==> src/verilog/trws_regs.vh <==
// Constants of the reconfiguration word sequencer: modes, offsets, fields, resets
`ifndef TRWS_REGS_VH
`define TRWS_REGS_VH

// ****************************************
// Mode select encodings
// ****************************************
`define TRWS_MODE_ANALOG 3'b000
`define TRWS_MODE_CHANNEL 3'b001

// ****************************************
// Register byte offsets
// ****************************************
`define TRWS_OFF_CTRL 4'h0
`define TRWS_OFF_STATUS 4'h4
`define TRWS_OFF_INT_STATUS 4'h8
`define TRWS_OFF_INT_MASK 4'hc

// ****************************************
// Field positions
// ****************************************
`define TRWS_CTRL_LAST_LSB 0
`define TRWS_STAT_BUSY_BIT 0
`define TRWS_STAT_DONE_BIT 1
`define TRWS_STAT_CHMODE_BIT 2
`define TRWS_STAT_ADDR_LSB 8
`define TRWS_INT_WORD_BIT 0
`define TRWS_INT_SEQ_BIT 1

// ****************************************
// Reset values and counts
// ****************************************
`define TRWS_CTRL_LAST_RESET 6'h3f
`define TRWS_INT_MASK_RESET 2'h0
`define TRWS_WORD_BITS 16
`define TRWS_RESP_OKAY 2'b00
`define TRWS_RESP_SLVERR 2'b10

`endif

==> src/verilog/trws_sequencer.v <==
// Reconfiguration word sequencer with AXI4-Lite registers and interrupt
//
// Functional notes
// - Mode code 000 selects analog controls mode; it is the default; here FIXED_MODE defaults to channel mode 001.
// - Mode code 001 selects channel mode; other codes are undefined.
// - Mode input used only with several modes; else the fixed mode applies.
// - Address output shows the address in use while writing words.
// - Address steps by one per word from zero to last, then wraps.
// - Address-change strobe asserted whenever the address takes a new value; here only on a step, not on address reset or leaving channel mode.
// - Strobe only after one complete 16-bit word was written.
// - Address output works only in channel reconfiguration modes.
// - Strobe and address reset are optional, channel modes only.
// - One-cycle address reset pulse returns the address to its start.
// - Done flag rises after all words, clears when a new sequence starts.
// - Reconfiguration reset in channel mode clears all sequencer registers; here the AXI4-Lite registers keep their values.
//
// Design decisions made here: the register addresses and the AXI4-Lite slave port.
`include "trws_regs.vh"
`default_nettype none

module trws_sequencer #(
  parameter MULTI_MODE = 1,
  parameter [2:0] FIXED_MODE = `TRWS_MODE_CHANNEL,
  parameter HAS_ADDR_EN = 1,
  parameter HAS_ADDR_RESET = 1,
  parameter ADDR_BITS = 6,
  parameter WORD_BITS = `TRWS_WORD_BITS
) (
  input wire aclk,
  input wire aresetn,
  input wire [2:0] mode_sel,
  input wire [WORD_BITS-1:0] cfg_word,
  input wire cfg_write,
  output reg cfg_ready,
  input wire addr_reset,
  input wire reconfig_reset,
  output reg [ADDR_BITS-1:0] addr_out,
  output reg addr_en,
  output reg seq_done,
  output reg chan_sdata,
  output reg chan_active,
  output reg irq,
  input wire [3:0] s_axi_awaddr,
  input wire s_axi_awvalid,
  output reg s_axi_awready,
  input wire [31:0] s_axi_wdata,
  input wire [3:0] s_axi_wstrb,
  input wire s_axi_wvalid,
  output reg s_axi_wready,
  output reg [1:0] s_axi_bresp,
  output reg s_axi_bvalid,
  input wire s_axi_bready,
  input wire [3:0] s_axi_araddr,
  input wire s_axi_arvalid,
  output reg s_axi_arready,
  output reg [31:0] s_axi_rdata,
  output reg [1:0] s_axi_rresp,
  output reg s_axi_rvalid,
  input wire s_axi_rready
);

  // ****************************************
  // Mode decode
  // ****************************************
  wire [2:0] eff_mode;
  wire chan_mode;
  wire seq_rst_n;
  // Without several modes the pin is ignored and the fixed mode rules
  assign eff_mode = (MULTI_MODE != 0) ? mode_sel : FIXED_MODE;
  // Analog code and undefined codes both leave the sequencer parked
  assign chan_mode = (eff_mode == `TRWS_MODE_CHANNEL);
  // Reconfiguration reset is already synchronous to aclk
  assign seq_rst_n = aresetn & ~(reconfig_reset & chan_mode);

  // ****************************************
  // Register storage
  // ****************************************
  reg [ADDR_BITS-1:0] last_addr;
  reg [1:0] int_status;
  reg [1:0] int_mask;
  reg aw_held;
  reg w_held;
  reg [3:0] aw_addr;
  reg [31:0] w_data;
  reg [3:0] w_strb;

  // ****************************************
  // Sequencer state
  // ****************************************
  localparam [2:0] ST_IDLE = 3'b001;
  localparam [2:0] ST_WRITE = 3'b010;
  localparam [2:0] ST_STEP = 3'b100;
  reg [2:0] state;
  reg writer_start;
  reg [WORD_BITS-1:0] writer_word;
  wire writer_sdata;
  wire writer_active;
  wire writer_done;
  wire take_word;
  wire addr_clear;
  wire at_last;
  wire [ADDR_BITS-1:0] next_addr;

  assign take_word = (state == ST_IDLE) & cfg_ready & cfg_write & chan_mode;
  assign addr_clear = (HAS_ADDR_RESET != 0) & addr_reset & chan_mode;
  assign at_last = (addr_out == last_addr);
  assign next_addr = at_last ? {ADDR_BITS{1'b0}} : addr_out + 1'b1;

  // ****************************************
  // Word writer toward the channel
  // ****************************************
  trws_word_writer #(
    .WORD_BITS(WORD_BITS)
  ) u_writer (
    .aclk(aclk),
    .rst_n(seq_rst_n),
    .start(writer_start),
    .word(writer_word),
    .sdata(writer_sdata),
    .active(writer_active),
    .done(writer_done)
  );

  // ****************************************
  // Sequencer control
  // ****************************************
  // Address, strobe and done move together so the strobe marks the new value
  always @(posedge aclk) begin
    if (!seq_rst_n) begin
      state <= ST_IDLE;
      cfg_ready <= 1'b0;
      writer_start <= 1'b0;
      writer_word <= {WORD_BITS{1'b0}};
      addr_out <= {ADDR_BITS{1'b0}};
      addr_en <= 1'b0;
      seq_done <= 1'b0;
    end else begin
      writer_start <= 1'b0;
      addr_en <= 1'b0;
      case (state)
        ST_IDLE: begin
          cfg_ready <= chan_mode & ~take_word;
          if (take_word) begin
            writer_word <= cfg_word;
            writer_start <= 1'b1;
            cfg_ready <= 1'b0;
            state <= ST_WRITE;
            // First word of a fresh pass drops the old completion
            if (addr_out == {ADDR_BITS{1'b0}}) begin
              seq_done <= 1'b0;
            end
          end
        end
        ST_WRITE: begin
          cfg_ready <= 1'b0;
          if (writer_done) begin
            state <= ST_STEP;
          end
        end
        ST_STEP: begin
          cfg_ready <= 1'b0;
          state <= ST_IDLE;
          if (!addr_clear && chan_mode) begin
            addr_out <= next_addr;
            addr_en <= (HAS_ADDR_EN != 0);
            if (at_last) begin
              seq_done <= 1'b1;
            end
          end
        end
        default: begin
          state <= ST_IDLE;
          cfg_ready <= 1'b0;
        end
      endcase
      // Outside channel mode the address is held at its start
      if (addr_clear || !chan_mode) begin
        addr_out <= {ADDR_BITS{1'b0}};
      end
    end
  end

  // ****************************************
  // Channel pins
  // ****************************************
  // One extra flop keeps the outputs registered at the top
  always @(posedge aclk) begin
    if (!seq_rst_n) begin
      chan_sdata <= 1'b0;
      chan_active <= 1'b0;
    end else begin
      chan_sdata <= writer_sdata;
      chan_active <= writer_active;
    end
  end

  // ****************************************
  // AXI4-Lite write path
  // ****************************************
  wire aw_take;
  wire w_take;
  wire do_write;
  wire wr_ctrl;
  wire wr_int_status;
  wire wr_int_mask;
  wire wr_mapped;
  assign aw_take = s_axi_awvalid & s_axi_awready;
  assign w_take = s_axi_wvalid & s_axi_wready;
  assign do_write = aw_held & w_held & ~s_axi_bvalid;
  assign wr_ctrl = do_write & (aw_addr == `TRWS_OFF_CTRL) & w_strb[0];
  assign wr_int_status = do_write & (aw_addr == `TRWS_OFF_INT_STATUS) & w_strb[0];
  assign wr_int_mask = do_write & (aw_addr == `TRWS_OFF_INT_MASK) & w_strb[0];
  assign wr_mapped = (aw_addr == `TRWS_OFF_CTRL) | (aw_addr == `TRWS_OFF_STATUS) |
                     (aw_addr == `TRWS_OFF_INT_STATUS) | (aw_addr == `TRWS_OFF_INT_MASK);

  // Address and data are latched independently, in either order
  always @(posedge aclk) begin
    if (!aresetn) begin
      aw_held <= 1'b0;
      w_held <= 1'b0;
      aw_addr <= 4'h0;
      w_data <= 32'h00000000;
      w_strb <= 4'h0;
      s_axi_awready <= 1'b0;
      s_axi_wready <= 1'b0;
      s_axi_bvalid <= 1'b0;
      s_axi_bresp <= `TRWS_RESP_OKAY;
    end else begin
      s_axi_awready <= ~aw_held & ~aw_take & ~do_write;
      s_axi_wready <= ~w_held & ~w_take & ~do_write;
      if (aw_take) begin
        aw_held <= 1'b1;
        aw_addr <= {s_axi_awaddr[3:2], 2'b00};
      end
      if (w_take) begin
        w_held <= 1'b1;
        w_data <= s_axi_wdata;
        w_strb <= s_axi_wstrb;
      end
      if (do_write) begin
        aw_held <= 1'b0;
        w_held <= 1'b0;
        s_axi_bvalid <= 1'b1;
        s_axi_bresp <= wr_mapped ? `TRWS_RESP_OKAY : `TRWS_RESP_SLVERR;
      end else if (s_axi_bvalid && s_axi_bready) begin
        s_axi_bvalid <= 1'b0;
      end
    end
  end

  // ****************************************
  // Control, mask and sticky status
  // ****************************************
  reg seq_done_q;
  wire seq_done_rise;
  wire [1:0] int_events;
  assign seq_done_rise = seq_done & ~seq_done_q;
  assign int_events = {seq_done_rise, addr_en};

  // Hardware set beats a write-one-to-clear in the same cycle
  always @(posedge aclk) begin
    if (!aresetn) begin
      last_addr <= `TRWS_CTRL_LAST_RESET;
      int_mask <= `TRWS_INT_MASK_RESET;
      int_status <= 2'b00;
      seq_done_q <= 1'b0;
      irq <= 1'b0;
    end else begin
      seq_done_q <= seq_done;
      if (wr_ctrl) begin
        last_addr <= w_data[`TRWS_CTRL_LAST_LSB +: ADDR_BITS];
      end
      if (wr_int_mask) begin
        int_mask <= w_data[1:0];
      end
      int_status <= (int_status & ~({2{wr_int_status}} & w_data[1:0])) | int_events;
      irq <= |(int_status & int_mask);
    end
  end

  // ****************************************
  // AXI4-Lite read path
  // ****************************************
  reg [31:0] rd_word;
  reg rd_ok;
  // Status gathers live sequencer state for software
  always @* begin
    rd_word = 32'h00000000;
    rd_ok = 1'b1;
    case ({s_axi_araddr[3:2], 2'b00})
      `TRWS_OFF_CTRL: rd_word[`TRWS_CTRL_LAST_LSB +: ADDR_BITS] = last_addr;
      `TRWS_OFF_STATUS: begin
        rd_word[`TRWS_STAT_BUSY_BIT] = (state != ST_IDLE);
        rd_word[`TRWS_STAT_DONE_BIT] = seq_done;
        rd_word[`TRWS_STAT_CHMODE_BIT] = chan_mode;
        rd_word[`TRWS_STAT_ADDR_LSB +: ADDR_BITS] = addr_out;
      end
      `TRWS_OFF_INT_STATUS: rd_word[1:0] = int_status;
      `TRWS_OFF_INT_MASK: rd_word[1:0] = int_mask;
      default: rd_ok = 1'b0;
    endcase
  end

  // One read in flight; arready drops until the data is taken
  always @(posedge aclk) begin
    if (!aresetn) begin
      s_axi_arready <= 1'b0;
      s_axi_rvalid <= 1'b0;
      s_axi_rdata <= 32'h00000000;
      s_axi_rresp <= `TRWS_RESP_OKAY;
    end else begin
      s_axi_arready <= ~s_axi_rvalid & ~(s_axi_arvalid & s_axi_arready);
      if (s_axi_arvalid && s_axi_arready) begin
        s_axi_rvalid <= 1'b1;
        s_axi_rdata <= rd_word;
        s_axi_rresp <= rd_ok ? `TRWS_RESP_OKAY : `TRWS_RESP_SLVERR;
      end else if (s_axi_rvalid && s_axi_rready) begin
        s_axi_rvalid <= 1'b0;
      end
    end
  end

endmodule // trws_sequencer

`default_nettype wire

==> src/verilog/trws_word_writer.v <==
// Shifts one configuration word out to the channel, bit by bit, then pulses done
`include "trws_regs.vh"
`default_nettype none

module trws_word_writer #(
  parameter WORD_BITS = `TRWS_WORD_BITS
) (
  input wire aclk,
  input wire rst_n,
  input wire start,
  input wire [WORD_BITS-1:0] word,
  output reg sdata,
  output reg active,
  output reg done
);

  reg [WORD_BITS-1:0] shift;
  reg [4:0] count;

  // ****************************************
  // Shift engine
  // ****************************************
  // Start is only honoured while idle; the caller holds ready low meanwhile
  always @(posedge aclk) begin
    if (!rst_n) begin
      shift <= {WORD_BITS{1'b0}};
      count <= 5'h00;
      sdata <= 1'b0;
      active <= 1'b0;
      done <= 1'b0;
    end else begin
      done <= 1'b0;
      if (!active) begin
        sdata <= 1'b0;
        if (start) begin
          // First bit leaves with active, so the channel never sees a stale bit
          shift <= {word[WORD_BITS-2:0], 1'b0};
          sdata <= word[WORD_BITS-1];
          count <= 5'h00;
          active <= 1'b1;
        end
      end else begin
        if ({27'h0000000, count} == WORD_BITS - 1) begin
          active <= 1'b0;
          sdata <= 1'b0;
          done <= 1'b1;
        end else begin
          // Most significant bit first
          sdata <= shift[WORD_BITS-1];
          shift <= {shift[WORD_BITS-2:0], 1'b0};
          count <= count + 5'h01;
        end
      end
    end
  end

endmodule // trws_word_writer

`default_nettype wire

==> config.mk <==
export PLATFORM = sky130hd
export DESIGN_NAME = trws_sequencer
export DESIGN_NICKNAME = d
export VERILOG_FILES = /design/src/verilog/trws_sequencer.v /design/src/verilog/trws_word_writer.v
export VERILOG_INCLUDE_DIRS = /design/src /design/src/verilog
export SDC_FILE = /design/constraint.sdc
export NUM_CORES = 1
export LEC_CHECK = 0
export ABC_AREA = 1
export BUFFER_PORTS_ARGS = -buffer_cell sky130_fd_sc_hd__buf_2
export CAP_MARGIN = 20
export CORE_ASPECT_RATIO = 0.8
export CORE_UTILIZATION = 30
export CTS_CLUSTER_DIAMETER = 30
export DETAILED_ROUTE_END_ITERATION = 8
export SLEW_MARGIN = 10
export SYNTH_ARGS = -nofsm -noshare
export SYNTH_HDL_FRONTEND = slang
export SYNTH_HIERARCHICAL = 1
export SYNTH_SLANG_ARGS = --single-unit
==> constraint.sdc <==
create_clock -name aclk -period 3 [get_ports aclk]
set_input_delay 0.9 -clock aclk [delete_from_list [all_inputs] [get_ports aclk]]
set_output_delay 0.9 -clock aclk [all_outputs]
set_load 0.05 [all_outputs]
---- Word level (Yosys, flattened, before mapping) ----
Index checks and enable logic that the tools add are counted.
storage, ports and cells
  register bits after elaboration ......... 97
  bits of input ports ..................... 73
operators by class
  add/subtract/negate cells ............... 2
  eq/ne operators ......................... 19
  multiplexer cells ....................... 33
  bitwise operators ....................... 46
  reductions and logical operators ........ 26
operators with widths
  cell                                                  number
  2-to-1 mux 16 bit                                     3
  AND 1 bit                                             24
  2-to-1 mux 1 bit                                      17
  2-to-1 mux 5 bit                                      3
  inverter 1 bit                                        14
  AND reduction 2 bit                                   7
  2-to-1 mux 6 bit                                      2
  2-to-1 mux 3 bit                                      3
  equality test 2 bit (second input constant)           4
  inequality test 2 bit (second input constant)         4
  one-hot mux 2 bit (4 select lines)                    1
  nonzero test 2 bit                                    4
  adder 6 x 1 -> 6 bit (second input constant)          1
  AND 2 bit                                             3
  equality test 3 x 1 -> 1 bit (second input constant)  2
  equality test 6 bit                                   1
  zero test 6 bit                                       1
  one-hot mux 3 bit (2 select lines)                    1
  OR reduction 2 bit                                    3
  adder 5 x 1 -> 5 bit (second input constant)          1
  equality test 5 x 4 -> 1 bit (second input constant)  1
  AND reduction 5 bit                                   1
  equality test 2 x 1 -> 1 bit (second input constant)  2
  logical AND 1 bit                                     4
  other kinds (14)                                      19

---- Logic depth before layout (Yosys ltp) ----
  depth after elaboration ................. 8
  gate-level depth with buffers ........... 11
  depth with buffers taken out ............ 10

---- Modules after synthesis ----
Netlist, hierarchy kept.
by module, submodules not included
  module            times used  cells an instance  area each (sq um)
  trws_sequencer    1           398                2974.1
  trws_word_writer  1           181                1196.1

---- Worst setup path before layout ----
No wires, ideal clock.
  kind .................................... input to register
  start ................................... in mode_sel[0]
  end ..................................... reg u_writer.shift[11]
  library setup time ...................... 0.064 ns
  arrival time ............................ 2.122 ns
  data required time ...................... 2.936 ns
  slack ................................... 0.815 ns
  cell stages on the path ................. 8
  path through ............................ inv_1 nor3_4 a21oi_2 buf_2 clkbuf_2 buf_1 nand2_1 nor2_1
on the way
  word-level cells in the longest chain between the ends .. 4
RTL lines
  what                                           RTL line               source
  from (decl)                                    trws_sequencer.v:31    input wire [2:0] mode_sel,
  equality test 3 x 1 -> 1 bit (no source line)  --
  AND 1 bit                                      trws_sequencer.v:73    assign seq_rst_n = aresetn & ~(reconfig_reset & chan_mode);
  inverter 1 bit                                 trws_sequencer.v:73
  AND 1 bit                                      trws_sequencer.v:73
  via seq_rst_n                                  trws_sequencer.v:67    wire seq_rst_n;
  to (signal assigned)                           trws_word_writer.v:26  shift <= {WORD_BITS{1'b0}};
  to (signal assigned)                           trws_word_writer.v:37  shift <= {word[WORD_BITS-2:0], 1'b0};
  to (signal assigned)                           trws_word_writer.v:50  shift <= {shift[WORD_BITS-2:0], 1'b0};
  to (decl)                                      trws_word_writer.v:17  reg [WORD_BITS-1:0] shift;
The timed path passes the listed nets, and every way through them passes these cells.
A chain may end at the register's enable or synchronous reset.

---- Worst setup path after layout ----
  start ................................... in mode_sel[0]
  end ..................................... reg addr_out[1]
on the way
  word-level cells in the longest chain between the ends .. 6
  elaborated cells on any way between the ends .. 12
RTL lines
  what                                               RTL line              source
  equality test 3 x 1 -> 1 bit (no source line) (*)  --
  AND 1 bit                                          trws_sequencer.v:73
  inverter 1 bit                                     trws_sequencer.v:73
  AND 1 bit                                          trws_sequencer.v:73
  inverter 1 bit (no source line)                    --
  OR reduction 2 bit (no source line)                --
  to (signal assigned)                               trws_sequencer.v:134  addr_out <= {ADDR_BITS{1'b0}};
  to (signal assigned)                               trws_sequencer.v:164  addr_out <= next_addr;
  to (signal assigned)                               trws_sequencer.v:178  addr_out <= {ADDR_BITS{1'b0}};
  to (decl)                                          trws_sequencer.v:37   output reg [ADDR_BITS-1:0] addr_out,
Every way passes the cells marked *; elsewhere a longest branch is shown, timed or not.

==> impl_metrics.tcl <==
set metrics [dict create \
    compound_gate_portion_of_the_synthesized_area_pct 10.9 \
    gr-usage-met2_pct 19.4 \
    period_minus_slack_ns 2.26 \
    cts_post_setup_buffers_inserted 0 \
    clock_tree.buffer_depth 2 \
    post_synth.cell_area_avg_sq_um 7.20 \
    layout_worst_path_cycle_share_pct 75.3 \
    grt_usage_pct 14.1 \
    first_global_vias 3135 \
    globalRoute.busiestLayer "met1" \
    combinational_power_share_pct 8.4 \
    clock_tree_from_tritoncts "yes" \
    finalNetCount 725 \
    cap_viol_max_count 0 \
    synth_cells 579 \
    mostFrequentLayoutCell "sky130_fd_sc_hd__nand2_1" \
    fp-row-count 38 \
    post_synth_instance_area_sq_um 4170 \
    cellInternalPower_w 0.00189 \
    power_frac_seq_pct 51.6 \
    clk_latency_ns 0.33 \
    portBuffers 69 \
    setup.worst_path.class "in2reg" \
    power_per_cell_area_nw_per_um2 520 \
    ant_nets 0 \
    r2r_slack_ns 0.95 \
    fill_cells 1564 \
    cts_hold_buf 0 \
    yosys.cell_types.count 31 \
    grt_setup_unrepaired "no" \
    yosys_register_bits 95 \
    area.growth.synth_to_final_pct 15.7 \
    power.static_leakage_nw 2.18 \
    netSwitchingFraction_pct 24.9 \
    grt_remaining_overflow 0 \
    cts_htree_levels 3 \
    arrival_ns 2.53 \
    tightest_slew_ns 0.883 \
    critical_path.max_fanout 19 \
    worst_setup_hold_path_clk_slew_ns 0.06 \
    cts.sink_count 95 \
    n_antenna_cell 0 \
    crit_required_ns 3.27 \
    vias 3587 \
    route.detailed.drc 0 \
    reg2reg_from "u_writer/count[0]" \
    totalNegativeSetupSlack_ns 0 \
    reg2regPathDepth 10 \
    fin_worst_hold_slack_ns 0.422 \
    core_area_sq_um 13600 \
    yosys.area_share.xor_xnor_pct 0.420 \
    first_pass_grt_wire_length_um 15900 \
    timing.hold.worst.start "w_held" \
    drt_pre_antenna_iters 4 \
    synth.area.mux_share_pct 0 \
    setup_viol 0 \
    min_delay_worst_endpoint "s_axi_wready" \
    place_hpwl_um 6950 \
    die_h_um 107 \
    synth_adder_area_share_pct 1.50 \
    synth_top_family_by_area "simple AND/OR/NAND/NOR gates" \
    floorplan.initialDensity_pct 30.8 \
    cts.root.buffer_cell "sky130_fd_sc_hd__clkbuf_16" \
    crit-reg2reg-capture "u_writer/shift[4]" \
    critical_path.startpoint_type "primary input" \
    synth_seq_area_share_pct 45.6 \
    worst_setup_path_end_kind "register" \
    timing.max_slew.rel_slack_pct 41.1 \
    gpl.final_weighted_congestion 0.825 \
    met1_use_gr_pct 21.2 \
    maximum_clock_rate_ghz 0.443 \
    initialDrtViolationCount 198 \
    power_w 0.00251 \
    postCtsResizedCells 0 \
    routedWlPerCell_um 11.4 \
    timing.clock.skew_ns 0.00556 \
    synth_warnings 6 \
    drive_gt1_share_pct 15.2 \
    power.share.clock_pct 40.0 \
    detail_route.wirelength_um 9490 \
    timing_hold_violations_final 0 \
    initial_antenna_violation_count 0 \
    mostFrequentLayoutCells "114 x sky130_fd_sc_hd__nand2_1, 108 x sky130_fd_sc_hd__nor2_1, 95 x sky130_fd_sc_hd__dfxtp_1" \
    timing_max_transition_violations_final 0 \
    net-switching-power_w 0.000624 \
    cts_inserted_buffers 9 \
    die-area_sq_um 14400 \
    ir_worst_vdd_mv 0.307 \
    global_route.usage.met3_pct 3.67 \
    hold_path_depth 1 \
    outcome "completed" \
    ioPinCount 126 \
    min-delay-path-class "reg2reg" \
    synth_simple_gate_area_share_pct 28.1 \
    die_width_um 134 \
    grt_start_max_net_pins 30 \
    route.detailed.vias_per_inst 4.32 \
]
-- how the worst max path moves through the flow --
stage / slack (ns) / startpoint / end
after detailed placement: 0.36 / mode_sel[0] / addr_out[1]
after global placement: 0.41 / mode_sel[0] / addr_out[3]
final: 0.74 / mode_sel[0] / addr_out[1]
after floorplan: 0.81 / mode_sel[0] / u_writer/shift[11]
after global routing: 0.49 / mode_sel[0] / addr_out[1]
after CTS: 0.73 / mode_sel[0] / addr_out[1]
-- stage by stage --
stage	setup slack, ns	utilization, %	std cells	area (sq um)
2_1_floorplan	0.815	-	601	4250
3_3_place_gp	0.407	33.8	816	4580
3_5_place_dp	0.360	33.8	816	4580
4_1_cts	0.726	35.6	830	4820
5_1_grt	0.492	35.6	830	4820
6_report	0.742	35.6	830	4820
-- sequential cells by signal, summed over array words and instances (netlist names), 2 cells and up --
signal	count
addr_out	6
u_writer/shift	15
w_data	6
aw_addr	2
int_status	2
writer_word	16
s_axi_rdata	12
int_mask	2
last_addr	6
state	3
u_writer/count	5
-- synth_stat cells --
| cell | number | area (sq um) |
|---|---|---|
| sky130_fd_sc_hd__nand2_1 | 114 | 428 |
| sky130_fd_sc_hd__nor2_1 | 108 | 405 |
| sky130_fd_sc_hd__dfxtp_1 | 95 | 1900 |
| sky130_fd_sc_hd__inv_1 | 63 | 236 |
| sky130_fd_sc_hd__o21ai_0 | 42 | 210 |
| sky130_fd_sc_hd__nand3_1 | 36 | 180 |
| sky130_fd_sc_hd__buf_4 | 23 | 173 |
| sky130_fd_sc_hd__a21oi_1 | 20 | 100 |
| sky130_fd_sc_hd__o21ai_1 | 13 | 65.1 |
| sky130_fd_sc_hd__nor3_1 | 8 | 40.0 |
| sky130_fd_sc_hd__buf_6 | 7 | 78.8 |
| sky130_fd_sc_hd__o211ai_1 | 7 | 52.6 |
| sky130_fd_sc_hd__buf_2 | 5 | 25.0 |
| sky130_fd_sc_hd__ha_1 | 5 | 62.6 |
| sky130_fd_sc_hd__inv_2 | 5 | 18.8 |
| sky130_fd_sc_hd__clkbuf_1 | 4 | 15.0 |
| sky130_fd_sc_hd__nand4_1 | 4 | 25.0 |
| sky130_fd_sc_hd__o22ai_1 | 3 | 18.8 |
| sky130_fd_sc_hd__nand3b_1 | 2 | 15.0 |
| sky130_fd_sc_hd__nor2_2 | 2 | 12.5 |
| sky130_fd_sc_hd__nor4_1 | 2 | 12.5 |
| sky130_fd_sc_hd__xor2_1 | 2 | 17.5 |
| sky130_fd_sc_hd__a21oi_2 | 1 | 8.76 |
| sky130_fd_sc_hd__buf_1 | 1 | 3.75 |
| sky130_fd_sc_hd__clkbuf_2 | 1 | 5.00 |
| sky130_fd_sc_hd__conb_1 | 1 | 3.75 |
| sky130_fd_sc_hd__nand2_2 | 1 | 6.26 |
| sky130_fd_sc_hd__nand2_4 | 1 | 11.3 |
| sky130_fd_sc_hd__nand3_2 | 1 | 10.0 |
| sky130_fd_sc_hd__nor2_4 | 1 | 11.3 |
| sky130_fd_sc_hd__nor3_4 | 1 | 16.3 |
-- cell type report --
type | count | area, sq um | area share (%)
timing repair buffer | 76 | 398 | 8.25
inverter | 68 | 255 | 5.29
clock buffer | 13 | 240 | 4.98
tap | 180 | 225 | 4.67
clock inverter | 1 | 7.51 | 0.156
multi-input combinational | 397 | 1800 | 37.2
sequential | 95 | 1900 | 39.4
-- critical path: stages --
cell                      delay [ns]
sky130_fd_sc_hd__buf_2          0.09
sky130_fd_sc_hd__inv_1          0.10
sky130_fd_sc_hd__nor3_4         0.09
sky130_fd_sc_hd__a21oi_2        0.71
sky130_fd_sc_hd__inv_2          0.21
sky130_fd_sc_hd__nor2_1         0.19
sky130_fd_sc_hd__nand2_1        0.13
sky130_fd_sc_hd__nor2_1         0.10
-- power groups by stage --
stage               Clock, W  Combinational (W)  Sequential [W]
floorplan                  0           0.000151         0.00135
global placement           0           0.000212         0.00132
detailed placement         0           0.000211         0.00132
CTS                  0.00104           0.000212         0.00129
global route         0.00108           0.000233         0.00130
finish               0.00100           0.000211         0.00129
-- layer usage --
metal	share of wire, %	vias to the layer above	routed length [um]
li1	-	1914	-
met2	39	84	3690
met3	4.7	12	446
met1	55	1577	5240
met5	0	-	0
met4	1.2	0	115
-- kinds of logic after synthesis --
family                   after synthesis
AND/OR/NAND/NOR                      281
buffers and inverters                109
flip-flops                            95
AO/OA/AOI/OAI                         86
adder cells (fa/ha/maj)                5
XOR/XNOR                               2
other                                  1
(Power assumes the default switching activity.)
